==> config.mk <==
export PLATFORM = sky130hd
export DESIGN_NAME = exposure_gain_blacklevel_regs
export DESIGN_NICKNAME = d
export VERILOG_FILES = /design/src/double_buffer_stage.v /design/src/exposure_gain_blacklevel_regs.v
export VERILOG_INCLUDE_DIRS = /design/src /design/src/src
export SDC_FILE = /design/constraint.sdc
export NUM_CORES = 1
export LEC_CHECK = 0
export BUFFER_PORTS_ARGS = -buffer_cell sky130_fd_sc_hd__buf_2
export CELL_PAD_IN_SITES_DETAIL_PLACEMENT = 0
export CELL_PAD_IN_SITES_GLOBAL_PLACEMENT = 1
export CORE_UTILIZATION = 42
export CTS_BUF_LIST = sky130_fd_sc_hd__clkbuf_4 sky130_fd_sc_hd__clkbuf_8
export CTS_CLUSTER_DIAMETER = 200
export CTS_CLUSTER_SIZE = 25
export DETAILED_ROUTE_END_ITERATION = 8
export PLACE_DENSITY_LB_ADDON = 0.1
export SLEW_MARGIN = 20
export SYNTH_ARGS = -nofsm -noshare
export SYNTH_HDL_FRONTEND = slang
export SYNTH_HIERARCHICAL = 1
export SYNTH_SLANG_ARGS = --single-unit
==> constraint.sdc <==
create_clock -name core_clk_in -period 2.1 [get_ports core_clk_in]
set_input_delay 0.105 -clock core_clk_in [delete_from_list [all_inputs] [get_ports core_clk_in]]
set_output_delay 0.105 -clock core_clk_in [all_outputs]
set_load 0.005 [all_outputs]
==> src/exposure_regs_consts.vh <==
// Constants for the exposure, gain and black level register group
// Assumes an 8-bit register address space on the serial control port
`ifndef EXPOSURE_REGS_CONSTS_VH
`define EXPOSURE_REGS_CONSTS_VH

// ***********************************************
// Register offsets
// ***********************************************
`define ADDR_ROW_DELAY_UPPER        8'h22
`define ADDR_ROW_DELAY_LOWER        8'h23
`define ADDR_INTEG_ROWS_UPPER       8'h24
`define ADDR_INTEG_ROWS_LOWER       8'h25
`define ADDR_BLACK_LOOP_CONFIG      8'h40
`define ADDR_BLACK_LOOP_TARGET      8'h41
`define ADDR_ANALOG_GAIN            8'h42
`define ADDR_BLACK_LEVEL_MANUAL     8'h46
`define ADDR_GAIN_CHANNEL_MAP       8'h4a

// ***********************************************
// Reset values
// ***********************************************
`define RST_ROW_DELAY_UPPER         8'h00
`define RST_ROW_DELAY_LOWER         8'h08
`define RST_INTEG_ROWS_UPPER        8'h00
`define RST_INTEG_ROWS_LOWER        8'h00
`define RST_BLACK_LOOP_CONFIG       8'h07
`define RST_BLACK_LOOP_TARGET       8'h10
`define RST_ANALOG_GAIN             8'h00
`define RST_BLACK_LEVEL_MANUAL      8'h00
`define RST_GAIN_CHANNEL_MAP        8'h1b

// ***********************************************
// Field positions and masks
// ***********************************************
`define BLACK_LOOP_DISABLE_BIT      3
`define BLACK_LOOP_SPEED_MSB        2
`define INTEG_UPPER_MASK            8'h0f
`define INTEG_LOWER_MASK            8'h7f
`define BLACK_CONFIG_MASK           8'h0f
`define ANALOG_GAIN_MASK            8'h7f

`endif

==> src/double_buffer_stage.v <==
// Staged and active copy of one double-buffered register
// Assumes the load pulse marks a frame boundary
module double_buffer_stage
(
    // Clock and reset
    input  wire       core_clk_in,
    input  wire       rstn_in,
    // Staging
    input  wire [7:0] reset_value_in,
    input  wire       write_in,
    input  wire [7:0] write_data_in,
    input  wire       frame_load_in,
    // Values
    output reg  [7:0] staged_out,
    output reg  [7:0] active_out
);

    // ***********************************************
    // Stage and active copies
    // ***********************************************
    always @(posedge core_clk_in)
    begin
        if (!rstn_in)
        begin
            staged_out <= reset_value_in;
            active_out <= reset_value_in;
        end
        else
        begin
            if (write_in)
                staged_out <= write_data_in;
            if (frame_load_in)
                active_out <= write_in ? write_data_in : staged_out;
        end
    end

endmodule

==> src/exposure_gain_blacklevel_regs.v <==
// Exposure, analog gain and black level register group
// Assumes a serial port decoder giving address, write and read strobes
`include "exposure_regs_consts.vh"

module exposure_gain_blacklevel_regs
(
    // Clock and reset
    input  wire        core_clk_in,
    input  wire        rstn_in,
    // Register port
    input  wire [7:0]  reg_addr_in,
    input  wire        reg_write_in,
    input  wire [7:0]  reg_wdata_in,
    input  wire        reg_read_in,
    output reg  [7:0]  reg_rdata_out,
    // Frame timing
    input  wire        frame_start_in,
    input  wire [10:0] readout_row_in,
    // Exposure outputs
    output reg  [12:0] row_delay_out,
    output reg  [10:0] integration_rows_out,
    output reg  [10:0] reset_row_out,
    // Black level outputs
    output reg         black_loop_enable_out,
    output reg  [2:0]  black_loop_speed_out,
    output reg  [7:0]  black_goal_value_out,
    output reg  [7:0]  black_level_manual_out,
    // Gain outputs
    output reg  [6:0]  analog_gain_setting_out,
    output reg  [1:0]  channel_zero_map_out,
    output reg  [1:0]  channel_one_map_out,
    output reg  [1:0]  channel_two_map_out,
    output reg  [1:0]  channel_three_map_out
);

    // ***********************************************
    // Double-buffered registers
    // ***********************************************
    localparam NUM_DB = 4;
    wire [7:0] db_addr [0:NUM_DB-1];
    wire [7:0] db_rst  [0:NUM_DB-1];
    wire [7:0] db_mask [0:NUM_DB-1];
    wire [7:0] db_staged [0:NUM_DB-1];
    wire [7:0] db_active [0:NUM_DB-1];

    assign db_addr[0] = `ADDR_ROW_DELAY_UPPER;
    assign db_addr[1] = `ADDR_ROW_DELAY_LOWER;
    assign db_addr[2] = `ADDR_INTEG_ROWS_UPPER;
    assign db_addr[3] = `ADDR_INTEG_ROWS_LOWER;
    assign db_rst[0]  = `RST_ROW_DELAY_UPPER;
    assign db_rst[1]  = `RST_ROW_DELAY_LOWER;
    assign db_rst[2]  = `RST_INTEG_ROWS_UPPER;
    assign db_rst[3]  = `RST_INTEG_ROWS_LOWER;
    assign db_mask[0] = 8'hff;
    assign db_mask[1] = 8'hff;
    assign db_mask[2] = `INTEG_UPPER_MASK;
    assign db_mask[3] = `INTEG_LOWER_MASK;

    // Reload flag so both copies restart at documented values
    reg  init_q;
    wire frame_load;

    // ***********************************************
    // Reset-value reload after reset release
    // ***********************************************
    always @(posedge core_clk_in)
    begin
        if (!rstn_in)
            init_q <= 1'b1;
        else
            init_q <= 1'b0;
    end

    assign frame_load = frame_start_in | init_q;

    genvar gi;
    generate
        for (gi = 0; gi < NUM_DB; gi = gi + 1)
        begin : g_db
            wire       hit;
            wire [7:0] load_data;
            assign hit = reg_write_in && (reg_addr_in == db_addr[gi]);
            assign load_data = init_q ? db_rst[gi]
                                      : (reg_wdata_in & db_mask[gi]);
            double_buffer_stage u_stage
            (
                .core_clk_in    (core_clk_in),
                .rstn_in        (rstn_in),
                .reset_value_in (db_rst[gi]),
                .write_in       (hit | init_q),
                .write_data_in  (load_data),
                .frame_load_in  (frame_load),
                .staged_out     (db_staged[gi]),
                .active_out     (db_active[gi])
            );
        end
    endgenerate

    // ***********************************************
    // Plain registers
    // ***********************************************
    reg [7:0] black_config_q;
    reg [7:0] black_target_q;
    reg [7:0] gain_q;
    reg [7:0] manual_q;
    reg [7:0] chan_map_q;

    always @(posedge core_clk_in)
    begin
        if (!rstn_in)
        begin
            black_config_q <= `RST_BLACK_LOOP_CONFIG;
            black_target_q <= `RST_BLACK_LOOP_TARGET;
            gain_q         <= `RST_ANALOG_GAIN;
            manual_q       <= `RST_BLACK_LEVEL_MANUAL;
            chan_map_q     <= `RST_GAIN_CHANNEL_MAP;
        end
        else
        begin
            if (reg_write_in)
            begin
                case (reg_addr_in)
                    `ADDR_BLACK_LOOP_CONFIG:
                        black_config_q <= reg_wdata_in & `BLACK_CONFIG_MASK;
                    `ADDR_BLACK_LOOP_TARGET:
                        black_target_q <= reg_wdata_in;
                    `ADDR_ANALOG_GAIN:
                        gain_q <= reg_wdata_in & `ANALOG_GAIN_MASK;
                    `ADDR_BLACK_LEVEL_MANUAL:
                        manual_q <= reg_wdata_in;
                    `ADDR_GAIN_CHANNEL_MAP:
                        chan_map_q <= reg_wdata_in;
                    default:
                        chan_map_q <= chan_map_q;
                endcase
            end
        end
    end

    // ***********************************************
    // Read mux
    // ***********************************************
    reg [7:0] rdata_d;
    always @*
    begin
        case (reg_addr_in)
            `ADDR_ROW_DELAY_UPPER:    rdata_d = db_staged[0];
            `ADDR_ROW_DELAY_LOWER:    rdata_d = db_staged[1];
            `ADDR_INTEG_ROWS_UPPER:   rdata_d = db_staged[2];
            `ADDR_INTEG_ROWS_LOWER:   rdata_d = db_staged[3];
            `ADDR_BLACK_LOOP_CONFIG:  rdata_d = black_config_q;
            `ADDR_BLACK_LOOP_TARGET:  rdata_d = black_target_q;
            `ADDR_ANALOG_GAIN:        rdata_d = gain_q;
            `ADDR_BLACK_LEVEL_MANUAL: rdata_d = manual_q;
            `ADDR_GAIN_CHANNEL_MAP:   rdata_d = chan_map_q;
            default:                  rdata_d = 8'h00;
        endcase
    end

    // ***********************************************
    // Output registers
    // ***********************************************
    wire [10:0] integ_d;
    wire [12:0] row_delay_d;
    wire        black_loop_disable;
    wire [2:0]  black_loop_speed;
    assign integ_d = {db_active[2][3:0], db_active[3][6:0]};
    assign row_delay_d = {db_active[0], db_active[1][4:0]};
    assign black_loop_disable =
        black_config_q[`BLACK_LOOP_DISABLE_BIT];
    assign black_loop_speed =
        black_config_q[`BLACK_LOOP_SPEED_MSB:0];

    always @(posedge core_clk_in)
    begin
        if (!rstn_in)
        begin
            reg_rdata_out           <= 8'h00;
            row_delay_out           <= 13'h0000;
            integration_rows_out    <= 11'h000;
            reset_row_out           <= 11'h000;
            black_loop_enable_out   <= 1'b0;
            black_loop_speed_out    <= 3'h0;
            black_goal_value_out    <= 8'h00;
            black_level_manual_out  <= 8'h00;
            analog_gain_setting_out <= 7'h00;
            channel_zero_map_out    <= 2'h0;
            channel_one_map_out     <= 2'h0;
            channel_two_map_out     <= 2'h0;
            channel_three_map_out   <= 2'h0;
        end
        else
        begin
            if (reg_read_in)
                reg_rdata_out <= rdata_d;
            row_delay_out <= row_delay_d;
            integration_rows_out <= integ_d;
            reset_row_out <= readout_row_in + integ_d;
            black_loop_enable_out <= ~black_loop_disable;
            black_loop_speed_out <= black_loop_speed;
            black_goal_value_out    <= black_target_q;
            black_level_manual_out  <= manual_q;
            analog_gain_setting_out <= gain_q[6:0];
            channel_zero_map_out    <= chan_map_q[7:6];
            channel_one_map_out     <= chan_map_q[5:4];
            channel_two_map_out     <= chan_map_q[3:2];
            channel_three_map_out   <= chan_map_q[1:0];
        end
    end

endmodule

======== Yosys cells after proc, flatten, opt, wreduce, memory -nomap -nowiden ========
Cells that the tools add are included.
storage, ports and cells
  register bits ........................... 170
  input bits .............................. 32
  output and inout bits ................... 78
  logic and storage cells ................. 62
operators by class
  add/subtract/negate cells ............... 1
  equality and inequality tests ........... 9
  multiplexer cells ....................... 10
  bitwise operators ....................... 6
  reduce and logical (&&, ||, !) cells .... 9
operators by type and width
  operator                                                                number
  8-bit one-hot mux with 9 select lines                                   1
  8-bit two-way mux                                                       6
  8-bit by 7-bit equality test with 1-bit output (second input constant)  5
  8-bit by 6-bit equality test with 1-bit output (second input constant)  4
  11-bit adder                                                            1
  2-bit AND reduction                                                     5
  7-bit two-way mux                                                       1
  1-bit bitwise OR                                                        5
  1-bit logical AND                                                       4
  4-bit two-way mux                                                       1
  1-bit two-way mux                                                       1
  1-bit inverter                                                          1

======== Depth between registers and ports, before layout ========
  depth after elaboration ................. 4
  mapped depth ............................ 8
  depth with buffers taken out ............ 8

======== Modules after synthesis ========
The synthesis kept the hierarchy.
by module, submodules not included
  module                         times used  cells an instance  area an instance (µm²)  sequential area each (µm²)
  exposure_gain_blacklevel_regs  1           473                4719.5                  2282.2
  double_buffer_stage            4           44                 586.8                   400.4

======== Worst setup path before layout ========
No wires, ideal clock.
  path type ............................... reg2reg
  start point ............................. register g_db[3].u_stage.active_out[0]
  end point ............................... register reset_row_out[10]
  library setup time ...................... 0.071 ns
  data arrival time ....................... 1.966 ns
  required time ........................... 2.029 ns
  setup slack ............................. 0.064 ns
  cell stages (with the launch flop) ...... 9
  buffers on the path ..................... 0
  period minus slack after synthesis ...... 2.036 ns
  path through ............................ edfxtp_1 -> ha_1 -> inv_1 -> fa_1 -> nor2b_1 -> o2111ai_1 -> a32o_1 -> or3_1 -> a21oi_1
between the ends
  word-level cells in the longest chain between the ends .. 1
RTL lines
  element                   line                                 source
  start: declaration        double_buffer_stage.v:15             output reg [7:0] active_out
  start signal: assignment  double_buffer_stage.v:26             active_out <= reset_value_in;
  start signal: assignment  double_buffer_stage.v:33             active_out <= write_in ? write_data_in : staged_out;
  11-bit adder              exposure_gain_blacklevel_regs.v:198  reset_row_out <= readout_row_in + integ_d;
  end signal: assignment    exposure_gain_blacklevel_regs.v:198
  end: declaration          exposure_gain_blacklevel_regs.v:22   output reg [10:0] reset_row_out,
No other way between the ends.
A chain may end at the register's enable or synchronous reset.

======== Final worst setup path ========
Same ends and word-level chain as after synthesis.

==> load_flow_metrics.sql <==
INSERT INTO impl_metrics (metric_group, metric, value, unit) VALUES
('layout', 'num-nets-final', '843', ''),
('power', 'power.net_switching', '1704', 'uW'),
('layout', 'num-fill-cells', '1529', ''),
('cts', 'worst_skew_pair.late_latency', '0.46', 'ns'),
('power', 'power.share.switching', '0.2539', ''),
('routing', 'routed_via_density', '4.955', ''),
('power', 'sequentialPowerShare', '0.535', ''),
('floorplan', 'rows', '46', ''),
('global_route', 'first_global_vias', '4711', ''),
('cts', 'ctsRootBufferMaster', 'sky130_fd_sc_hd__clkbuf_8', ''),
('routing', 'dr.first_iter.drc_count', '210', ''),
('power', 'worst_vdd_ir', '0.3646', 'mV'),
('layout', 'stdcell_count', '1029', ''),
('cts', 'path_clk_slew', '0.09', 'ns'),
('min_path', 'path_type_of_the_worst_min_delay_path', 'primary input to flip-flop', ''),
('critical_path', 'cp_max_fo', '2', ''),
('sta', 'fin_crit', '2.107', 'ns'),
('sta', 'maxSlewHeadroom', '0.6266', ''),
('run', 'max_cap_viols', '0', ''),
('cts', 'tritoncts', 'yes', ''),
('routing', 'drtAntennaViolNets', '0', ''),
('sta', 'tightest_slew', '0.5601', 'ns'),
('routing', 'num_vias', '5099', ''),
('cts', 'cts_buffer_depth', '2', ''),
('floorplan', 'num_io_pins', '110', ''),
('routing', 'drt_drc_violations_left', '0', ''),
('sta', 'fin_skew', '0.008254', 'ns'),
('power', 'power_density', '809.3', 'nW/um^2'),
('floorplan', 'vertical_die_dimension', '129.5', 'um'),
('sta', 'max_freq', '474.7', 'MHz'),
('cts', 'clock_sinks', '170', ''),
('layout', 'stdcell_area', '8290', 'um^2'),
('floorplan', 'core_region_area', '15890', 'um^2'),
('routing', 'route.detailed.wl_per_inst', '16.57', 'um'),
('routing', 'route.final.wire_length', '17.05', 'mm'),
('status', 'violations', 'setup timing', ''),
('sta', 'setup_viol', '1', ''),
('floorplan', 'die-width', '129.5', 'um'),
('sta', 'hold_violation_total_from_the_final_report', '0', ''),
('floorplan', 'design.die.area', '16770', 'um^2'),
('layout', 'diodes', '0', ''),
('global_route', 'grt_antenna_before_repair', '0', ''),
('global_route', 'grt_remaining_overflow', '0', ''),
('placement', 'numPortBuffers', '109', ''),
('layout', 'share_of_cells_above_drive_strength_1', '0.2411', ''),
('critical_path', 'worstPathRequired', '2.49', 'ns'),
('cts', 'cts_buffers', '17', ''),
('critical_path', 'worst_setup_path_end_kind', 'flip-flop', ''),
('critical_path', 'worst_ep_arrival_time', '2.50', 'ns'),
('placement', 'routabilityCongestion', '0.8439', ''),
('placement', 'detailed_place.area', '7779', 'um^2'),
('global_route', 'track_usage', '0.2096', ''),
('critical_path', 'critical_setup_path_class', 'flip-flop to flip-flop', ''),
('global_route', 'grt_pass1_wl', '25.95', 'mm'),
('layout', 'synthToLayoutAreaGrowth', '21.44', '%'),
('power', 'p_int', '5006', 'uW'),
('yosys', 'syn_area_per_cell', '10.65', 'um^2'),
('sta', 'worst_slack', '-0.006745', 'ns'),
('critical_path', 'worst_setup_slack_for_register_to_register_paths', '-0.007', 'ns'),
('yosys', 'netlist_area', '6827', 'um^2'),
('cts', 'cts_max_level', '4', ''),
('placement', 'place_hpwl', '12.52', 'mm'),
('yosys', 'synthCells', '641', ''),
('power', 'combinational_cell_fraction_of_total_power', '0.113', ''),
('status', 'outcome', 'finished, violations left', ''),
('yosys', 'yosysWarnings', '6', ''),
('routing', 'drt_pre_antenna_iters', '5', ''),
('placement', 'placedCellCount', '989', ''),
('sta', 'drv_slew', '0', ''),
('sta', 'rsz0062_at_grt', 'yes', ''),
('critical_path', 'critical_path.startpoint_type', 'flip-flop', ''),
('global_route', 'grt_start_max_net_pins', '54', ''),
('floorplan', 'initial_utilization', '0.4297', ''),
('sta', 'final_worst_path_cycle_share', '1.003', ''),
('power', 'clock_power_share', '0.352', ''),
('power', 'static-leakage-power', '0.003682', 'uW');
==> power by group through the flow <==
stage | clock, uW | sequential, uW | combinational, uW
2_1_floorplan | 0 | 3640 | 466
3_3_place_gp | 0 | 3660 | 721
3_5_place_dp | 0 | 3670 | 728
4_1_cts | 2430 | 3590 | 748
5_1_grt | 2550 | 3610 | 847
6_report | 2360 | 3590 | 761
==> final cells by class <==
| cell class | count | area [um^2] | area share |
|---|---|---|---|
| repair buffers | 142 | 848.3 | 0.1023 |
| multi-input cells | 460 | 3082 | 0.3717 |
| flip-flops and latches | 170 | 3643 | 0.4395 |
| clock buffers | 20 | 275.3 | 0.03320 |
| inverters | 9 | 33.78 | 0.004075 |
| clock inverters | 12 | 137.6 | 0.01660 |
| well taps | 216 | 270.3 | 0.03260 |
==> path summary, 6_finish.rpt <==
check / startpoint / endpoint / cells after the start
max: g_db[3].u_stage/active_out[0] / reset_row_out[10] / 8
min: reg_wdata_in[1] / chan_map_q[1] / 3
max reg2reg: g_db[3].u_stage/active_out[0] / reset_row_out[10] / 8
min reg2reg: g_db[1].u_stage/active_out[2] / row_delay_out[2] / 1
==> routing by layer <==
layer,GRT usage,vias up,share of wire,routed length [um]
met2,0.3163,136,0.44,7584
met5,0,-,0,0
li1,-,2550,-,-
met1,0.2901,2388,0.49,8366
met3,0.04955,25,0.046,782
met4,0.08208,0,0.019,320
==> state kept, by name, summed over array words and instances (netlist names), 3 cells and up <==
register                 count
reset_row_out               11
black_loop_speed_out         3
analog_gain_setting_out      7
reg_rdata_out                8
black_level_manual_out       8
black_goal_value_out         8
g_db.u_stage/staged_out     32
g_db.u_stage/active_out     24
row_delay_out               13
manual_q                     8
gain_q                       7
chan_map_q                   8
integration_rows_out        11
black_config_q               4
black_target_q               8
==> through the flow <==
step,TNS (ns),worst slack (ns),total power [uW],utilization,hold slack [ns]
after floorplan,0,0.06383,4108,-,0.2301
after global placement,0,0.05746,4386,0.4897,0.4342
after detailed placement,-0.01703,-0.01703,4394,0.4897,0.4394
after CTS,-0.001105,-0.001105,6771,0.5209,0.002027
after global routing,-0.07488,-0.07488,7012,0.5219,0.03143
final,-0.006745,-0.006745,6709,0.5219,0.04793
==> critical path, stage by stage, from the launching register on <==
cell,delay [ns]
sky130_fd_sc_hd__edfxtp_1,0.38
sky130_fd_sc_hd__ha_2,0.21
sky130_fd_sc_hd__inv_2,0.04
sky130_fd_sc_hd__fa_2,0.36
sky130_fd_sc_hd__nor2b_4,0.14
sky130_fd_sc_hd__o2111ai_2,0.14
sky130_fd_sc_hd__a32o_2,0.29
sky130_fd_sc_hd__or3_1,0.36
sky130_fd_sc_hd__a21oi_2,0.12
==> layout by cell type, fill, tap and decap left out, types with 3 or more instances in the layout <==
cell type	n
sky130_fd_sc_hd__dfxtp_1	146
sky130_fd_sc_hd__buf_2	108
sky130_fd_sc_hd__nor2_1	74
sky130_fd_sc_hd__mux2i_1	71
sky130_fd_sc_hd__and2_1	57
sky130_fd_sc_hd__a21oi_1	37
sky130_fd_sc_hd__conb_1	37
sky130_fd_sc_hd__buf_4	25
sky130_fd_sc_hd__edfxtp_1	24
sky130_fd_sc_hd__clkbuf_8	20
sky130_fd_sc_hd__nand2_1	19
sky130_fd_sc_hd__nor2b_1	16
sky130_fd_sc_hd__o21ai_0	15
sky130_fd_sc_hd__nand2b_1	12
sky130_fd_sc_hd__a22oi_1	11
sky130_fd_sc_hd__a221oi_1	10
sky130_fd_sc_hd__ha_1	9
sky130_fd_sc_hd__inv_1	8
sky130_fd_sc_hd__a221o_1	8
sky130_fd_sc_hd__nor3_1	7
sky130_fd_sc_hd__dlygate4sd3_1	6
sky130_fd_sc_hd__and3_1	4
sky130_fd_sc_hd__a21o_1	4
sky130_fd_sc_hd__xor2_1	4
sky130_fd_sc_hd__o221a_2	4
sky130_fd_sc_hd__or4b_1	4
sky130_fd_sc_hd__or2_2	3
sky130_fd_sc_hd__a31o_2	3
sky130_fd_sc_hd__a211oi_1	3
sky130_fd_sc_hd__a31oi_1	3
sky130_fd_sc_hd__o21a_1	3
sky130_fd_sc_hd__nand3_1	3
sky130_fd_sc_hd__nand4_1	3
sky130_fd_sc_hd__clkinv_4	3
sky130_fd_sc_hd__clkinv_2	3
sky130_fd_sc_hd__buf_12	3
==> timing repair <==
item,CTS,global route
pin swaps,4,1
hold buffers,6,0
hold endpoints to repair,17,0
gates resized for setup,3,5
setup buffers,2,0
setup endpoints to repair,1,1
(Power assumes the default switching activity.)
